### src/tcc_regs.svh
// register indices, field positions and counts of the dual timer/counter
// Operation
// - mode 0: 13-bit counter, overflow flag set on all-ones to zero wrap
// - except the split high byte, count only while run bit set and gate clear or gate pin high
// - mode 1: same as mode 0 but with the full 16 bits
// - mode 2: low byte counts, overflow sets flag and reloads from high byte
// - timer B in mode 3 holds its count unchanged, except with timer select plus clock-out enable
// - timer A mode 3: low byte is its own 8-bit counter with A's controls
// - timer A mode 3: high byte times internally, uses B's run bit and flag
// - timer select plus clock-out enable: 8-bit reload, 50% duty output pin
// - clock-out overflow reloads and, except B's while A is split, sets flag, but raises no interrupt
// - timer B overflow serves baud source and clock output together
// - overflow flags set by hardware or software, cleared by software or vector
// - run bits are software written, 1 runs and 0 stops the timer
// - mode register: B in upper nibble, A in lower, gate at bits 7/3
// - select bit 6/2: 0 internal timing, 1 counts external input events
// - mode field: 13-bit, 16-bit, 8-bit reload, split or stop
// - rate bits: 0 selects clock divided by 12, 1 the full clock
// - output enable bits route each generated clock onto its pin
// - external input sampled per rate cycle, fall counts one cycle later
`ifndef TCC_REGS_SVH
`define TCC_REGS_SVH

`define TCC_ADDR_W      12
`define TCC_IDX_CTRL    10'h088
`define TCC_IDX_MODE    10'h089
`define TCC_IDX_TLA     10'h08A
`define TCC_IDX_TLB     10'h08B
`define TCC_IDX_THA     10'h08C
`define TCC_IDX_THB     10'h08D
`define TCC_IDX_AUX     10'h0A3
`define TCC_RST_BYTE    8'h00
`define TCC_RST_WORD    32'h0000_0000

`define TCC_CTRL_TFB    7
`define TCC_CTRL_TRB    6
`define TCC_CTRL_TFA    5
`define TCC_CTRL_TRA    4
`define TCC_NIB_B       4
`define TCC_MODE_GATE   3
`define TCC_MODE_CT     2
`define TCC_MODE_HI     1
`define TCC_MODE_LO     0
`define TCC_AUX_X12B    3
`define TCC_AUX_X12A    2
`define TCC_AUX_KOB     1
`define TCC_AUX_KOA     0

`define TCC_PRESCALE    12
`define TCC_M0_LOW_MSB  4
`define TCC_M0_ONES     13'h1FFF
`define TCC_M1_ONES     16'hFFFF
`define TCC_BYTE_ONES   8'hFF

`endif

### src/tcc_pkg.sv
// types shared by the dual timer/counter modules
package tcc_pkg;
	typedef enum logic [1:0] {
		TCC_MODE_13     = 2'h0,
		TCC_MODE_16     = 2'h1,
		TCC_MODE_RELOAD = 2'h2,
		TCC_MODE_SPLIT  = 2'h3
	} tcc_mode_t;

	typedef struct packed {
		logic [3:0] cnt;
		logic       tick;
	} tcc_pre_t;

	typedef struct packed {
		logic prev;
		logic pending;
		logic incr;
	} tcc_edge_t;

	typedef struct packed {
		logic [7:0]  ctrl;
		logic [7:0]  modeSel;
		logic [7:0]  tla;
		logic [7:0]  tlb;
		logic [7:0]  tha;
		logic [7:0]  thb;
		logic [7:0]  aux;
		logic [31:0] prdata;
		logic        pready;
		logic        pslverr;
		logic        koA;
		logic        koB;
		logic        irqA;
		logic        irqB;
		logic        bOvf;
	} tcc_state_t;
endpackage

### src/tcc_dual_timer.sv
// two timer/counters with clock outputs behind an APB register slave
`timescale 1ns/1ps
`include "tcc_regs.svh"
module tcc_dual_timer (
	input  wire logic                  core_clk,
	input  wire logic                  rst_n,
	input  wire logic                  psel,
	input  wire logic                  penable,
	input  wire logic                  pwrite,
	input  wire logic [`TCC_ADDR_W-1:0] paddr,
	input  wire logic [31:0]           pwdata,
	output logic      [31:0]           prdata,
	output logic                       pready,
	output logic                       pslverr,
	input  wire logic                  timerACountPin,
	input  wire logic                  timerBCountPin,
	input  wire logic                  timerAGatePinN,
	input  wire logic                  timerBGatePinN,
	input  wire logic                  timerAVectorAck,
	input  wire logic                  timerBVectorAck,
	output logic                       timerAIrq,
	output logic                       timerBIrq,
	output logic                       timerBOverflowPulse,
	output logic                       timerAClkoutPin,
	output logic                       timerBClkoutPin
);
	import tcc_pkg::*;

	tcc_state_t st_reg;
	tcc_state_t st_next;

	logic        preTick;
	logic        evIncA;
	logic        evIncB;
	logic        rateA;
	logic        rateB;
	logic        ctA;
	logic        ctB;
	logic        gateA;
	logic        gateB;
	logic        koModeA;
	logic        koModeB;
	tcc_mode_t   modeA;
	tcc_mode_t   modeB;
	logic        splitA;
	logic        frozenB;
	logic        stepA;
	logic        stepB;
	logic        stepH;
	logic [16:0] resA;
	logic [16:0] resB;
	logic        ovfA;
	logic        ovfB;
	logic        ovfH;
	logic        setFlagB;
	logic        busCommit;
	logic        wrEn;
	logic        wrCtrl;
	logic        wrMode;
	logic        wrTla;
	logic        wrTlb;
	logic        wrTha;
	logic        wrThb;
	logic        wrAux;

	function automatic logic isReg(input logic [`TCC_ADDR_W-1:0] a, input logic [9:0] idx);
		isReg = (a == {idx, 2'b00});
	endfunction

	// returns {overflow, high byte, low byte} after one count step
	function automatic logic [16:0] stepCount(input tcc_mode_t m, input logic [7:0] lo, input logic [7:0] hi);
		logic [12:0] c13;
		logic [15:0] c16;
		c13 = {hi, lo[`TCC_M0_LOW_MSB:0]} + 13'h0001;
		c16 = {hi, lo} + 16'h0001;
		case (m)
			TCC_MODE_13: begin
				// upper three low-byte bits take no part in the count
				stepCount = {({hi, lo[`TCC_M0_LOW_MSB:0]} == `TCC_M0_ONES), c13[12:5], lo[7:5],
					c13[`TCC_M0_LOW_MSB:0]};
			end
			TCC_MODE_16: begin
				stepCount = {({hi, lo} == `TCC_M1_ONES), c16};
			end
			TCC_MODE_RELOAD: begin
				if (lo == `TCC_BYTE_ONES) begin
					stepCount = {1'b1, hi, hi};
				end else begin
					stepCount = {1'b0, hi, lo + 8'h01};
				end
			end
			default: begin
				stepCount = {(lo == `TCC_BYTE_ONES), hi, lo + 8'h01};
			end
		endcase
	endfunction

	tcc_prescale #(
		.DIV(`TCC_PRESCALE)
	) uPrescale (
		.core_clk(core_clk),
		.rst_n   (rst_n),
		.tick    (preTick)
	);

	tcc_event_detect uEventA (
		.core_clk(core_clk),
		.rst_n   (rst_n),
		.sampleEn(rateA),
		.countPin(timerACountPin),
		.incr    (evIncA)
	);

	tcc_event_detect uEventB (
		.core_clk(core_clk),
		.rst_n   (rst_n),
		.sampleEn(rateB),
		.countPin(timerBCountPin),
		.incr    (evIncB)
	);

	assign rateA = st_reg.aux[`TCC_AUX_X12A] | preTick;
	assign rateB = st_reg.aux[`TCC_AUX_X12B] | preTick;
	assign ctA = st_reg.modeSel[`TCC_MODE_CT];
	assign ctB = st_reg.modeSel[`TCC_NIB_B+`TCC_MODE_CT];
	assign gateA = st_reg.modeSel[`TCC_MODE_GATE];
	assign gateB = st_reg.modeSel[`TCC_NIB_B+`TCC_MODE_GATE];
	assign modeA = tcc_mode_t'(st_reg.modeSel[`TCC_MODE_HI:`TCC_MODE_LO]);
	assign modeB = tcc_mode_t'(st_reg.modeSel[`TCC_NIB_B+`TCC_MODE_HI:`TCC_NIB_B+`TCC_MODE_LO]);
	assign koModeA = st_reg.aux[`TCC_AUX_KOA] & ~ctA;
	assign koModeB = st_reg.aux[`TCC_AUX_KOB] & ~ctB;
	assign splitA = (modeA == TCC_MODE_SPLIT) & ~koModeA;
	assign frozenB = (modeB == TCC_MODE_SPLIT) & ~koModeB;

	// counter mode advances on a detected fall, timer mode on the rate tick
	assign stepA = st_reg.ctrl[`TCC_CTRL_TRA] & (~gateA | timerAGatePinN) & (ctA ? evIncA : rateA);
	assign stepB = st_reg.ctrl[`TCC_CTRL_TRB] & (~gateB | timerBGatePinN) & (ctB ? evIncB : rateB)
		& ~frozenB;
	// the split high byte never counts events and ignores the gate
	assign stepH = splitA & st_reg.ctrl[`TCC_CTRL_TRB] & rateA;

	assign resA = stepCount(koModeA ? TCC_MODE_RELOAD : modeA, st_reg.tla, st_reg.tha);
	assign resB = stepCount(koModeB ? TCC_MODE_RELOAD : modeB, st_reg.tlb, st_reg.thb);
	assign ovfA = stepA & resA[16];
	assign ovfB = stepB & resB[16];
	assign ovfH = stepH & (st_reg.tha == `TCC_BYTE_ONES);
	// while A is split, B still overflows for the baud rate but owns no flag
	assign setFlagB = ovfH | (ovfB & ~splitA);

	assign busCommit = psel & penable & st_reg.pready;
	assign wrEn = busCommit & pwrite;
	assign wrCtrl = wrEn & isReg(paddr, `TCC_IDX_CTRL);
	assign wrMode = wrEn & isReg(paddr, `TCC_IDX_MODE);
	assign wrTla = wrEn & isReg(paddr, `TCC_IDX_TLA);
	assign wrTlb = wrEn & isReg(paddr, `TCC_IDX_TLB);
	assign wrTha = wrEn & isReg(paddr, `TCC_IDX_THA);
	assign wrThb = wrEn & isReg(paddr, `TCC_IDX_THB);
	assign wrAux = wrEn & isReg(paddr, `TCC_IDX_AUX);

	always_comb begin
		st_next = st_reg;
		st_next.pready = 1'b0;
		st_next.pslverr = 1'b0;

		if (stepA) begin
			st_next.tla = resA[7:0];
			st_next.tha = resA[15:8];
		end
		if (stepH) begin
			st_next.tha = st_reg.tha + 8'h01;
		end
		if (stepB) begin
			st_next.tlb = resB[7:0];
			st_next.thb = resB[15:8];
		end

		// a software write to a count byte wins over the count step
		if (wrTla) begin
			st_next.tla = pwdata[7:0];
		end
		if (wrTha) begin
			st_next.tha = pwdata[7:0];
		end
		if (wrTlb) begin
			st_next.tlb = pwdata[7:0];
		end
		if (wrThb) begin
			st_next.thb = pwdata[7:0];
		end
		if (wrMode) begin
			st_next.modeSel = pwdata[7:0];
		end
		if (wrAux) begin
			st_next.aux = pwdata[7:0];
		end
		if (wrCtrl) begin
			st_next.ctrl = pwdata[7:0];
		end

		// hardware set beats a software or vector clear in the same cycle
		st_next.ctrl[`TCC_CTRL_TFA] = ovfA | (wrCtrl ? pwdata[`TCC_CTRL_TFA]
			: st_reg.ctrl[`TCC_CTRL_TFA] & ~timerAVectorAck);
		st_next.ctrl[`TCC_CTRL_TFB] = setFlagB | (wrCtrl ? pwdata[`TCC_CTRL_TFB]
			: st_reg.ctrl[`TCC_CTRL_TFB] & ~timerBVectorAck);

		// one toggle per overflow gives 50% duty; disabled pin rests low
		st_next.koA = st_reg.aux[`TCC_AUX_KOA] & (st_reg.koA ^ (koModeA & ovfA));
		st_next.koB = st_reg.aux[`TCC_AUX_KOB] & (st_reg.koB ^ (koModeB & ovfB));

		st_next.irqA = st_reg.ctrl[`TCC_CTRL_TFA] & ~koModeA;
		st_next.irqB = st_reg.ctrl[`TCC_CTRL_TFB] & (splitA | ~koModeB);
		st_next.bOvf = ovfB;

		// one wait state: data are latched while pready is still low
		if (psel && penable && !st_reg.pready) begin
			st_next.pready = 1'b1;
			st_next.prdata = `TCC_RST_WORD;
			case (paddr)
				{`TCC_IDX_CTRL, 2'b00}: st_next.prdata[7:0] = st_reg.ctrl;
				{`TCC_IDX_MODE, 2'b00}: st_next.prdata[7:0] = st_reg.modeSel;
				{`TCC_IDX_TLA, 2'b00}: st_next.prdata[7:0] = st_reg.tla;
				{`TCC_IDX_TLB, 2'b00}: st_next.prdata[7:0] = st_reg.tlb;
				{`TCC_IDX_THA, 2'b00}: st_next.prdata[7:0] = st_reg.tha;
				{`TCC_IDX_THB, 2'b00}: st_next.prdata[7:0] = st_reg.thb;
				{`TCC_IDX_AUX, 2'b00}: st_next.prdata[7:0] = st_reg.aux;
				default: st_next.pslverr = 1'b1;
			endcase
		end
	end

	always_ff @(posedge core_clk) begin
		if (!rst_n) begin
			st_reg <= '0;
		end else begin
			st_reg <= st_next;
		end
	end

	assign prdata = st_reg.prdata;
	assign pready = st_reg.pready;
	assign pslverr = st_reg.pslverr;
	assign timerAIrq = st_reg.irqA;
	assign timerBIrq = st_reg.irqB;
	assign timerBOverflowPulse = st_reg.bOvf;
	assign timerAClkoutPin = st_reg.koA;
	assign timerBClkoutPin = st_reg.koB;
endmodule

### src/tcc_prescale.sv
// divide-by-N enable pulse for the slow timer rate
`timescale 1ns/1ps
`include "tcc_regs.svh"
module tcc_prescale #(
	parameter int DIV = `TCC_PRESCALE
) (
	input  wire logic core_clk,
	input  wire logic rst_n,
	output logic      tick
);
	import tcc_pkg::*;

	tcc_pre_t st_reg;
	tcc_pre_t st_next;

	always_comb begin
		st_next = st_reg;
		st_next.tick = (st_reg.cnt == 4'(DIV - 1));
		if (st_next.tick) begin
			st_next.cnt = 4'h0;
		end else begin
			st_next.cnt = st_reg.cnt + 4'h1;
		end
	end

	always_ff @(posedge core_clk) begin
		if (!rst_n) begin
			st_reg <= '0;
		end else begin
			st_reg <= st_next;
		end
	end

	assign tick = st_reg.tick;
endmodule

### src/tcc_event_detect.sv
// samples an external count input once per rate cycle, flags falls
`timescale 1ns/1ps
module tcc_event_detect (
	input  wire logic core_clk,
	input  wire logic rst_n,
	input  wire logic sampleEn,
	input  wire logic countPin,
	output logic      incr
);
	import tcc_pkg::*;

	tcc_edge_t st_reg;
	tcc_edge_t st_next;

	// a fall seen at one sample is counted at the next sample
	always_comb begin
		st_next = st_reg;
		st_next.incr = 1'b0;
		if (sampleEn) begin
			st_next.incr = st_reg.pending;
			st_next.pending = st_reg.prev & ~countPin;
			st_next.prev = countPin;
		end
	end

	always_ff @(posedge core_clk) begin
		if (!rst_n) begin
			st_reg <= '0;
		end else begin
			st_reg <= st_next;
		end
	end

	assign incr = st_reg.incr;
endmodule

### config.mk
export PLATFORM = sky130hd
export DESIGN_NAME = tcc_dual_timer
export DESIGN_NICKNAME = d
export VERILOG_FILES = /design/src/tcc_pkg.sv /design/src/tcc_dual_timer.sv /design/src/tcc_prescale.sv /design/src/tcc_event_detect.sv
export VERILOG_INCLUDE_DIRS = /design/src
export SDC_FILE = /design/constraint.sdc
export NUM_CORES = 1
export LEC_CHECK = 0
export BUFFER_PORTS_ARGS = -buffer_cell sky130_fd_sc_hd__buf_2
export CORE_UTILIZATION = 55
export CTS_CLUSTER_DIAMETER = 40
export DETAILED_ROUTE_END_ITERATION = 12
export GPL_TIMING_DRIVEN = 0
export PLACE_DENSITY = 0.79
export SLEW_MARGIN = 40
export SYNTH_ARGS = -nofsm -noshare
export SYNTH_HDL_FRONTEND = slang
export SYNTH_HIERARCHICAL = 1
export SYNTH_SLANG_ARGS = --single-unit
### constraint.sdc
create_clock -name core_clk -period 5.1 [get_ports core_clk]
set_input_delay 1.53 -clock core_clk [delete_from_list [all_inputs] [get_ports core_clk]]
set_output_delay 1.53 -clock core_clk [all_outputs]
set_load 0.01 [all_outputs]
==> results of run 1 <==
[per-layer routing]
metal / track usage [%] / wire, um
met1: 51.07 / 7559
met2: 55.10 / 7862
met3: 8.006 / 2261
met4: 15.16 / 489
met5: 0 / 0
[worst max path at each step]
stage                  to  cells past startpoint
3_5_place_dp   st_reg[94]                      7
3_3_place_gp   st_reg[94]                      8
5_1_grt        st_reg[94]                      7
2_1_floorplan  st_reg[94]                      7
6_report       st_reg[94]                      7
4_1_cts        st_reg[94]                      7
[kinds of logic (layout without fill, tap and decap cells)]
| group | count (synthesis) | in the layout |
|---|---|---|
| simple gates | 284 | 284 |
| compound gates | 190 | 190 |
| buf+inv | 84 | 144 |
| flops | 82 | 82 |
| mux | 30 | 30 |
| xor+xnor | 15 | 15 |
| fa+ha+maj | 4 | 4 |
| other cells | 1 | 24 |
[stage by stage]
step | setup WS, ns | total power, mW | area (um2)
2_1_floorplan | 2.018 | 0.7098 | 5500
3_3_place_gp | 1.546 | 0.7463 | 5882
3_5_place_dp | 1.414 | 0.7481 | 5882
5_1_grt | 1.655 | 1.274 | 6106
6_report | 1.702 | 1.239 | 6106
4_1_cts | 1.755 | 1.239 | 6086
[cell usage in the layout, fill, tap and decap left out, drive strengths merged, types with 10 or more instances in the layout]
| cell | count |
|---|---|
| nor2b | 11 |
| nor2 | 48 |
| or3 | 10 |
| clkbuf | 39 |
| o21ai | 35 |
| buf | 91 |
| dfxtp | 82 |
| nand4 | 10 |
| o211ai | 11 |
| nand2 | 97 |
| a21oi | 51 |
| mux2i | 23 |
| a31oi | 14 |
| and3 | 14 |
| nand3 | 22 |
| nor3 | 23 |
| conb | 24 |
[worst reg2reg max path: stages (launching register included)]
cell and delay, ns:
dfxtp_1 0.44, ha_1 0.28, nand4_1 0.34, a211oi_4 0.58
a41oi_1 0.20, nor3b_1 0.42, xnor2_1 0.17, nor2_1 0.06
[power by group through the flow]
stage          Combinational [mW]  Sequential (mW)  Clock [mW]
6_report                   0.0923            0.644       0.502
2_1_floorplan              0.0505            0.659           0
3_3_place_gp               0.0871            0.659           0
3_5_place_dp               0.0886            0.659           0
5_1_grt                    0.0984            0.645       0.531
4_1_cts                    0.0889            0.644       0.506
[cell type report]
type / instances / share of cell area [%]
Inverter: 9 / 0.5533
Clock buffer: 11 / 2.316
Clock inverter: 5 / 1.025
Sequential cell: 82 / 26.89
Tap cell: 129 / 2.643
Buffer: 75 / 6.967
Timing Repair Buffer: 44 / 3.607
Multi-Input combinational cell: 547 / 56.00
==> qor.txt, run 1 <==
run status - completed
Final ANT Viol Nets - 0
antenna cells - 0
largest net degree at the start of global routing - 19
min Tclk post-route - 3.398 ns
worst reg2reg path depth - 7
via count - 5,833
sequential share of power - 52.0%
Synth Area in Adders - 0.9244%
hold slack final - 0.4578 ns
Sink Count - 82
Max FO, Critical Path - 9
worst hold path startpoint - st_reg[90]
die height - 101.2 um
TNS Setup - 0 ns
Fin. Hold Viols - 0
Syn Area/Cell - 7.846 um2
Synth area leaders - dfxtp_1, nand2_1, a21oi_1, buf_4, mux2i_1
delay-heaviest family, CP - simple AND/OR/NAND/NOR gates
Psw - 0.3216 mW
RSZ-0062 raised after global routing - false
total CTS buffers - 9
cts hold-fix bufs - 0
layout cells sized above 1 - 18.63%
maxcap violations - 0
hold endpoint - st_reg[90]
clock share of power - 40.5%
mux cell area share after synthesis - 5.708%
final-report max-slew violation count - 0
compound-cell area share of the yosys netlist - 23.85%
Synth Area in Simple Gates - 28.22%
reg-to-reg slack, setup - 2.52 ns
Post-CTS Setup Repair Bufs - 0
Net Sw Frac - 25.96%
register area share after synthesis - 30.32%
proportion of power drawn by combinational gates - 7.5%
RD Place Congestion - 1.008
PortBufs - 44
core area - 9371 um2
Leak - 2.277 nW
first-pass GRT wire length - 28,390 um
htree depth - 3
post-synth top area cell - dfxtp_1
xor/xnor share of the synthesized area - 2.427%
full die area - 10,240 um2
share of flip-flops with an asynchronous set or reset - 0%
DRT Pass-1 Iters - 7
P_int - 0.9172 mW
crit end category - register
CP bufs+invs - 1
fin cells - 902
cell count after synthesis - 690
Resize count post-CTS - 0
Worst path slowest cell - nor4_2
critical path type - in2reg
Critical Path Start - paddr[3]
placed cells - 886
vias in the first global route - 5,319
Starting Density - 57.77%
DR DRC count - 0
Max-slew headroom - 39.07%
Worst R2R Start - st_reg[63]
top-area cell type share of the netlist area - 30.32%
fillers - 869
final core utilization - 65.15%
HPWL Detailed - 13,560 um
Netlist cell types - 81
CTS tree - built
Worst VDD drop - 211.2 uV
maximum clock path buffer count - 2
Syn. warnings - 6
max reg flops - 48
Arr. time, crit path - 3.62 ns
I/O Pins - 94
top-count cell post-synth - nand2_1
final WL - 18,170 um
CTS clk-pin slew, worst paths - 0.09 ns
Area Growth Syn to Fin - 12.78%
FF+latch count, synth - 82
initial antenna violation count - 0
Final Setup Violations - 0
WL/cell - 20.15 um
worst r2r dst - timerBClkoutPin
Hold Path Class - reg2reg
CTS root buffer - clkbuf_8
Layout Skew - 0.01164 ns
Fmax achieved - 294.3 MHz
GRT Overall Usage - 36.72%
Post-Syn Area - 5414 um2
crit path cell chain - buf_2, nor4b_2, nand2b_2, nor4_2, nor3b_1, a221oi_1, a21oi_1
number of DRC markers in iteration 0 - 794
pwr dens - 202.9 nW/um2
Synth top cells by count - nand2_1, dfxtp_1, a21oi_1
main combinational cell family by area after synthesis - simple AND/OR/NAND/NOR gates
CP max stage delay - 0.66 ns
footprint of the multi-input gates - 3420 um2
Synth Flop Type - dfxtp_1
period utilization - 66.62%
# rows - 35
EDFF count, synth - 0
Final #Nets - 827
Slew @ Worst Pin - 0.9069 ns
Storage cell area - 1642 um2
Die Span X - 101.2 um
WHS Path Cells - 2
CP Launch Type - primary input
Overflow after GRT - 0
data required time of the worst path - 5.32 ns
DR vias/cell - 6.467
worst-skew pair later-pin latency - 0.37 ns
Note: power is estimated with default switching activity, not from simulation.
==> run 2: changes to the inputs <==
--- a/config.mk
+++ b/config.mk
@@ -6,12 +6,13 @@
 export SDC_FILE = /design/constraint.sdc
 export NUM_CORES = 1
 export LEC_CHECK = 0
+export ABC_AREA = 1
 export BUFFER_PORTS_ARGS = -buffer_cell sky130_fd_sc_hd__buf_2
-export CORE_UTILIZATION = 55
+export CORE_UTILIZATION = 53
 export CTS_CLUSTER_DIAMETER = 40
 export DETAILED_ROUTE_END_ITERATION = 12
 export GPL_TIMING_DRIVEN = 0
-export PLACE_DENSITY = 0.79
+export PLACE_DENSITY = 0.78
 export SLEW_MARGIN = 40
 export SYNTH_ARGS = -nofsm -noshare
 export SYNTH_HDL_FRONTEND = slang
==> constraint.sdc (replaced) <==
create_clock -name core_clk -period 3 [get_ports core_clk]
set_input_delay 0.9 -clock core_clk [delete_from_list [all_inputs] [get_ports core_clk]]
set_output_delay 0.9 -clock core_clk [all_outputs]
set_load 0.01 [all_outputs]
==> run 2 against run 1 <==
  * Die area increased by 17%
  * Flip-flop and latch count unchanged
  * Cell area increased by 13%
  * Via count increased by 17%
  * Sequential power increased by 71%
  * Global-route usage decreased by 3.1 points
  * Combinational power increased by 61%
  * Worst hold slack got worse by 0.011 ns
  * Worst setup slack got worse by 1.0 ns
  * Core utilization decreased by 2.8 points
==> qor.txt, run 2 <==
run status - completed
DRT Pass-1 Iters - 6 (-1)
maxcap violations - 0 (unchanged)
Levels on crit path - 6 (-1)
layout cells sized above 1 - 16.79% (-1.8 points)
CP max stage delay - 0.60 ns (-0.06 ns)
maximum clock path buffer count - 2 (unchanged)
fillers - 1,105 (+27%)
mux cell area share after synthesis - 0% (-5.7 points)
GRT Overall Usage - 33.58% (-3.1 points)
crit end category - register
initial antenna violation count - 1 (+1)
worst reg2reg path depth - 11 (+4)
largest net degree at the start of global routing - 14 (-5)
CTS clk-pin slew, worst paths - 0.06 ns (-0.03 ns)
Worst R2R Start - st_reg[40]
I/O Pins - 94 (unchanged)
WHS Path Cells - 2 (unchanged)
Final #Nets - 1,134 (+37%)
share of flip-flops with an asynchronous set or reset - 0% (unchanged)
Synth area leaders - dfxtp_1, nand2_1, nand3_1, nor2_1, inv_1
CP bufs+invs - 2 (+1)
number of DRC markers in iteration 0 - 624 (-21%)
Final ANT Viol Nets - 0 (unchanged)
top-area cell type share of the netlist area - 26.75% (-3.6 points)
Syn Area/Cell - 6.161 um2 (-21%)
data required time of the worst path - 3.17 ns (-2.15 ns)
DR vias/cell - 5.586 (-14%)
top-count cell post-synth - nand2_1
Post-CTS Setup Repair Bufs - 0 (unchanged)
main combinational cell family by area after synthesis - simple AND/OR/NAND/NOR gates
htree depth - 3 (unchanged)
most frequent cells in the layout - nand2_1, nand3_1, nor2_1, inv_1, dfxtp_1
Max-slew headroom - 53.78% (+15 points)
HPWL Detailed - 14,570 um (+7.5%)
Synth Flop Type - dfxtp_1
final WL - 19,210 um (+5.7%)
# rows - 38 (+8.6%)
Fmax achieved - 432.0 MHz
Starting Density - 55.39% (-2.4 points)
critical path type - in2reg
Overflow after GRT - 0 (unchanged)
Post-Syn Area - 6136 um2 (+13%)
Synth top cells by count - nand2_1, nand3_1, nor2_1
via count - 6,809 (+17%)
delay-heaviest family, CP - simple AND/OR/NAND/NOR gates
xor/xnor share of the synthesized area - 1.285% (-1.1 points)
WL/cell - 15.75 um (-22%)
register area share after synthesis - 26.75% (-3.6 points)
min Tclk post-route - 2.315 ns
compound-cell area share of the yosys netlist - 14.25% (-9.6 points)
Synth Area in Simple Gates - 42.58% (+14 points)
cts hold-fix bufs - 0 (unchanged)
Design Power - 2.348 mW (+90%)
Netlist cell types - 40 (-51%)
Leak - 3.129 nW (+37%)
Arr. time, crit path - 2.49 ns (-1.13 ns)
PortBufs - 45 (+2.3%)
cell count after synthesis - 996 (+44%)
RD Place Congestion - 0.9535 (-5.4%)
commonest non-fill, non-tap cell in the layout - nand2_1
worst r2r dst - st_reg[50]
TNS Setup - 0 ns (unchanged)
worst-skew pair later-pin latency - 0.35 ns (-0.02 ns)
Sink Count - 82 (unchanged)
core area - 11,080 um2 (+18%)
Slew @ Worst Pin - 0.6837 ns (-0.2232 ns)
first-pass GRT wire length - 30,640 um (+7.9%)
period utilization - 77.16%
post-synth top area cell - dfxtp_1
CP Launch Type - primary input
Resize count post-CTS - 0 (unchanged)
Final Setup Violations - 0 (unchanged)
Syn. warnings - 6 (unchanged)
Layout Skew - 0.008771 ns (-0.002870 ns)
FF+latch count, synth - 82 (unchanged)
Synth Area in Adders - 0.8157% (-0.11 points)
Critical Path Start - psel
RSZ-0062 raised after global routing - false
CTS tree - built
Max FO, Critical Path - 9 (unchanged)
final-report max-slew violation count - 0 (unchanged)
Worst path slowest cell - nor4b_1
total CTS buffers - 9 (unchanged)
crit path cell chain - buf_2, nand2_1, nor2_2, clkinv_1, nor2_1, nor4b_1
reg-to-reg slack, setup - 0.93 ns (-1.59 ns)
EDFF count, synth - 0 (unchanged)
DR DRC count - 0 (unchanged)
CP endpoint - pslverr
Area Growth Syn to Fin - 12.58%
Fin. Hold Viols - 0 (unchanged)
Die Span X - 109.6 um (+8.3%)
full die area - 12,010 um2 (+17%)
max reg flops - 48 (unchanged)
die height - 109.6 um (+8.3%)
Worst VDD drop - 339.9 uV (+61%)
CTS root buffer - clkbuf_16
vias in the first global route - 6,175 (+16%)
Hold Path Class - reg2reg
pwr dens - 339.9 nW/um2 (+68%)
run 2: stage by stage:
step,setup WS (ns),cell area [um2],std cells,hold slack (ns),utilization [%]
6_report,0.6853,6908,1219,0.4470,62.36
5_1_grt,0.6565,6905,1218,0.4756,62.33
4_1_cts,0.8221,6905,1218,0.4481,62.33
3_5_place_dp,0.4739,6623,1204,0.4449,59.78
3_3_place_gp,0.4845,6623,1204,0.4239,59.78
2_1_floorplan,0.9869,6222,1019,0.4186,-
run 2: kinds of logic (layout without fill, tap and decap cells):
family / after synthesis / count (layout)
XOR/XNOR: 9 / 9
flip-flops: 82 / 82
adder cells (fa/ha/maj): 4 / 4
AND/OR/NAND/NOR: 560 / 560
other: 1 / 25
buffers and inverters: 186 / 245
AO/OA/AOI/OAI: 154 / 154
run 2: worst register-to-register path, delay by kind of cell (launching register included):
| kind | cells | cell delay [ns] |
|---|---|---|
| AOI/OAI and AO/OA | 2 | 0.18 |
| DFF | 1 | 0.42 |
| and+or+nand+nor | 6 | 1.01 |
| buffers and inverters | 3 | 0.33 |
run 2: worst min-delay path by stage:
stage                       from      endpoint  slack (ns)
6_report       uEventA/st_reg[1]  uEventA/incr        0.45
5_1_grt               st_reg[87]    st_reg[87]        0.48
4_1_cts        uEventA/st_reg[1]  uEventA/incr        0.45
3_5_place_dp   uEventA/st_reg[1]  uEventA/incr        0.44
3_3_place_gp   uEventA/st_reg[1]  uEventA/incr        0.42
2_1_floorplan  uEventB/st_reg[1]  uEventB/incr        0.42
run 2: power by group:
group	switching [mW]	internal (mW)	total [mW]	leakage, nW
combinational	0.0988	0.0504	0.149	2.34
clock	0.468	0.634	1.10	0.129
sequential	0.00370	1.09	1.10	0.661
run 2: cell type report:
| type | instances | area [um2] | share of cell area, % |
|---|---|---|---|
| sequential | 82 | 1642 | 23.76 |
| buffer | 62 | 409.1 | 5.923 |
| clock buffer | 9 | 225.2 | 3.260 |
| timing repair buffer | 45 | 225.2 | 3.260 |
| antenna | 1 | 2.502 | 0.03623 |
| multi-input combinational | 751 | 3706 | 53.65 |
| inverter | 124 | 465.4 | 6.738 |
| tap | 140 | 175.2 | 2.536 |
| clock inverter | 5 | 57.56 | 0.8332 |
run 2: per-layer routing:
| layer | up-vias | track usage, % | wire, um |
|---|---|---|---|
| met5 | - | 0 | 0 |
| met3 | 82 | 6.817 | 1776 |
| met1 | 3001 | 41.92 | 7763 |
| met2 | 361 | 53.86 | 8530 |
| li1 | 3365 | - | - |
| met4 | 0 | 18.95 | 1135 |
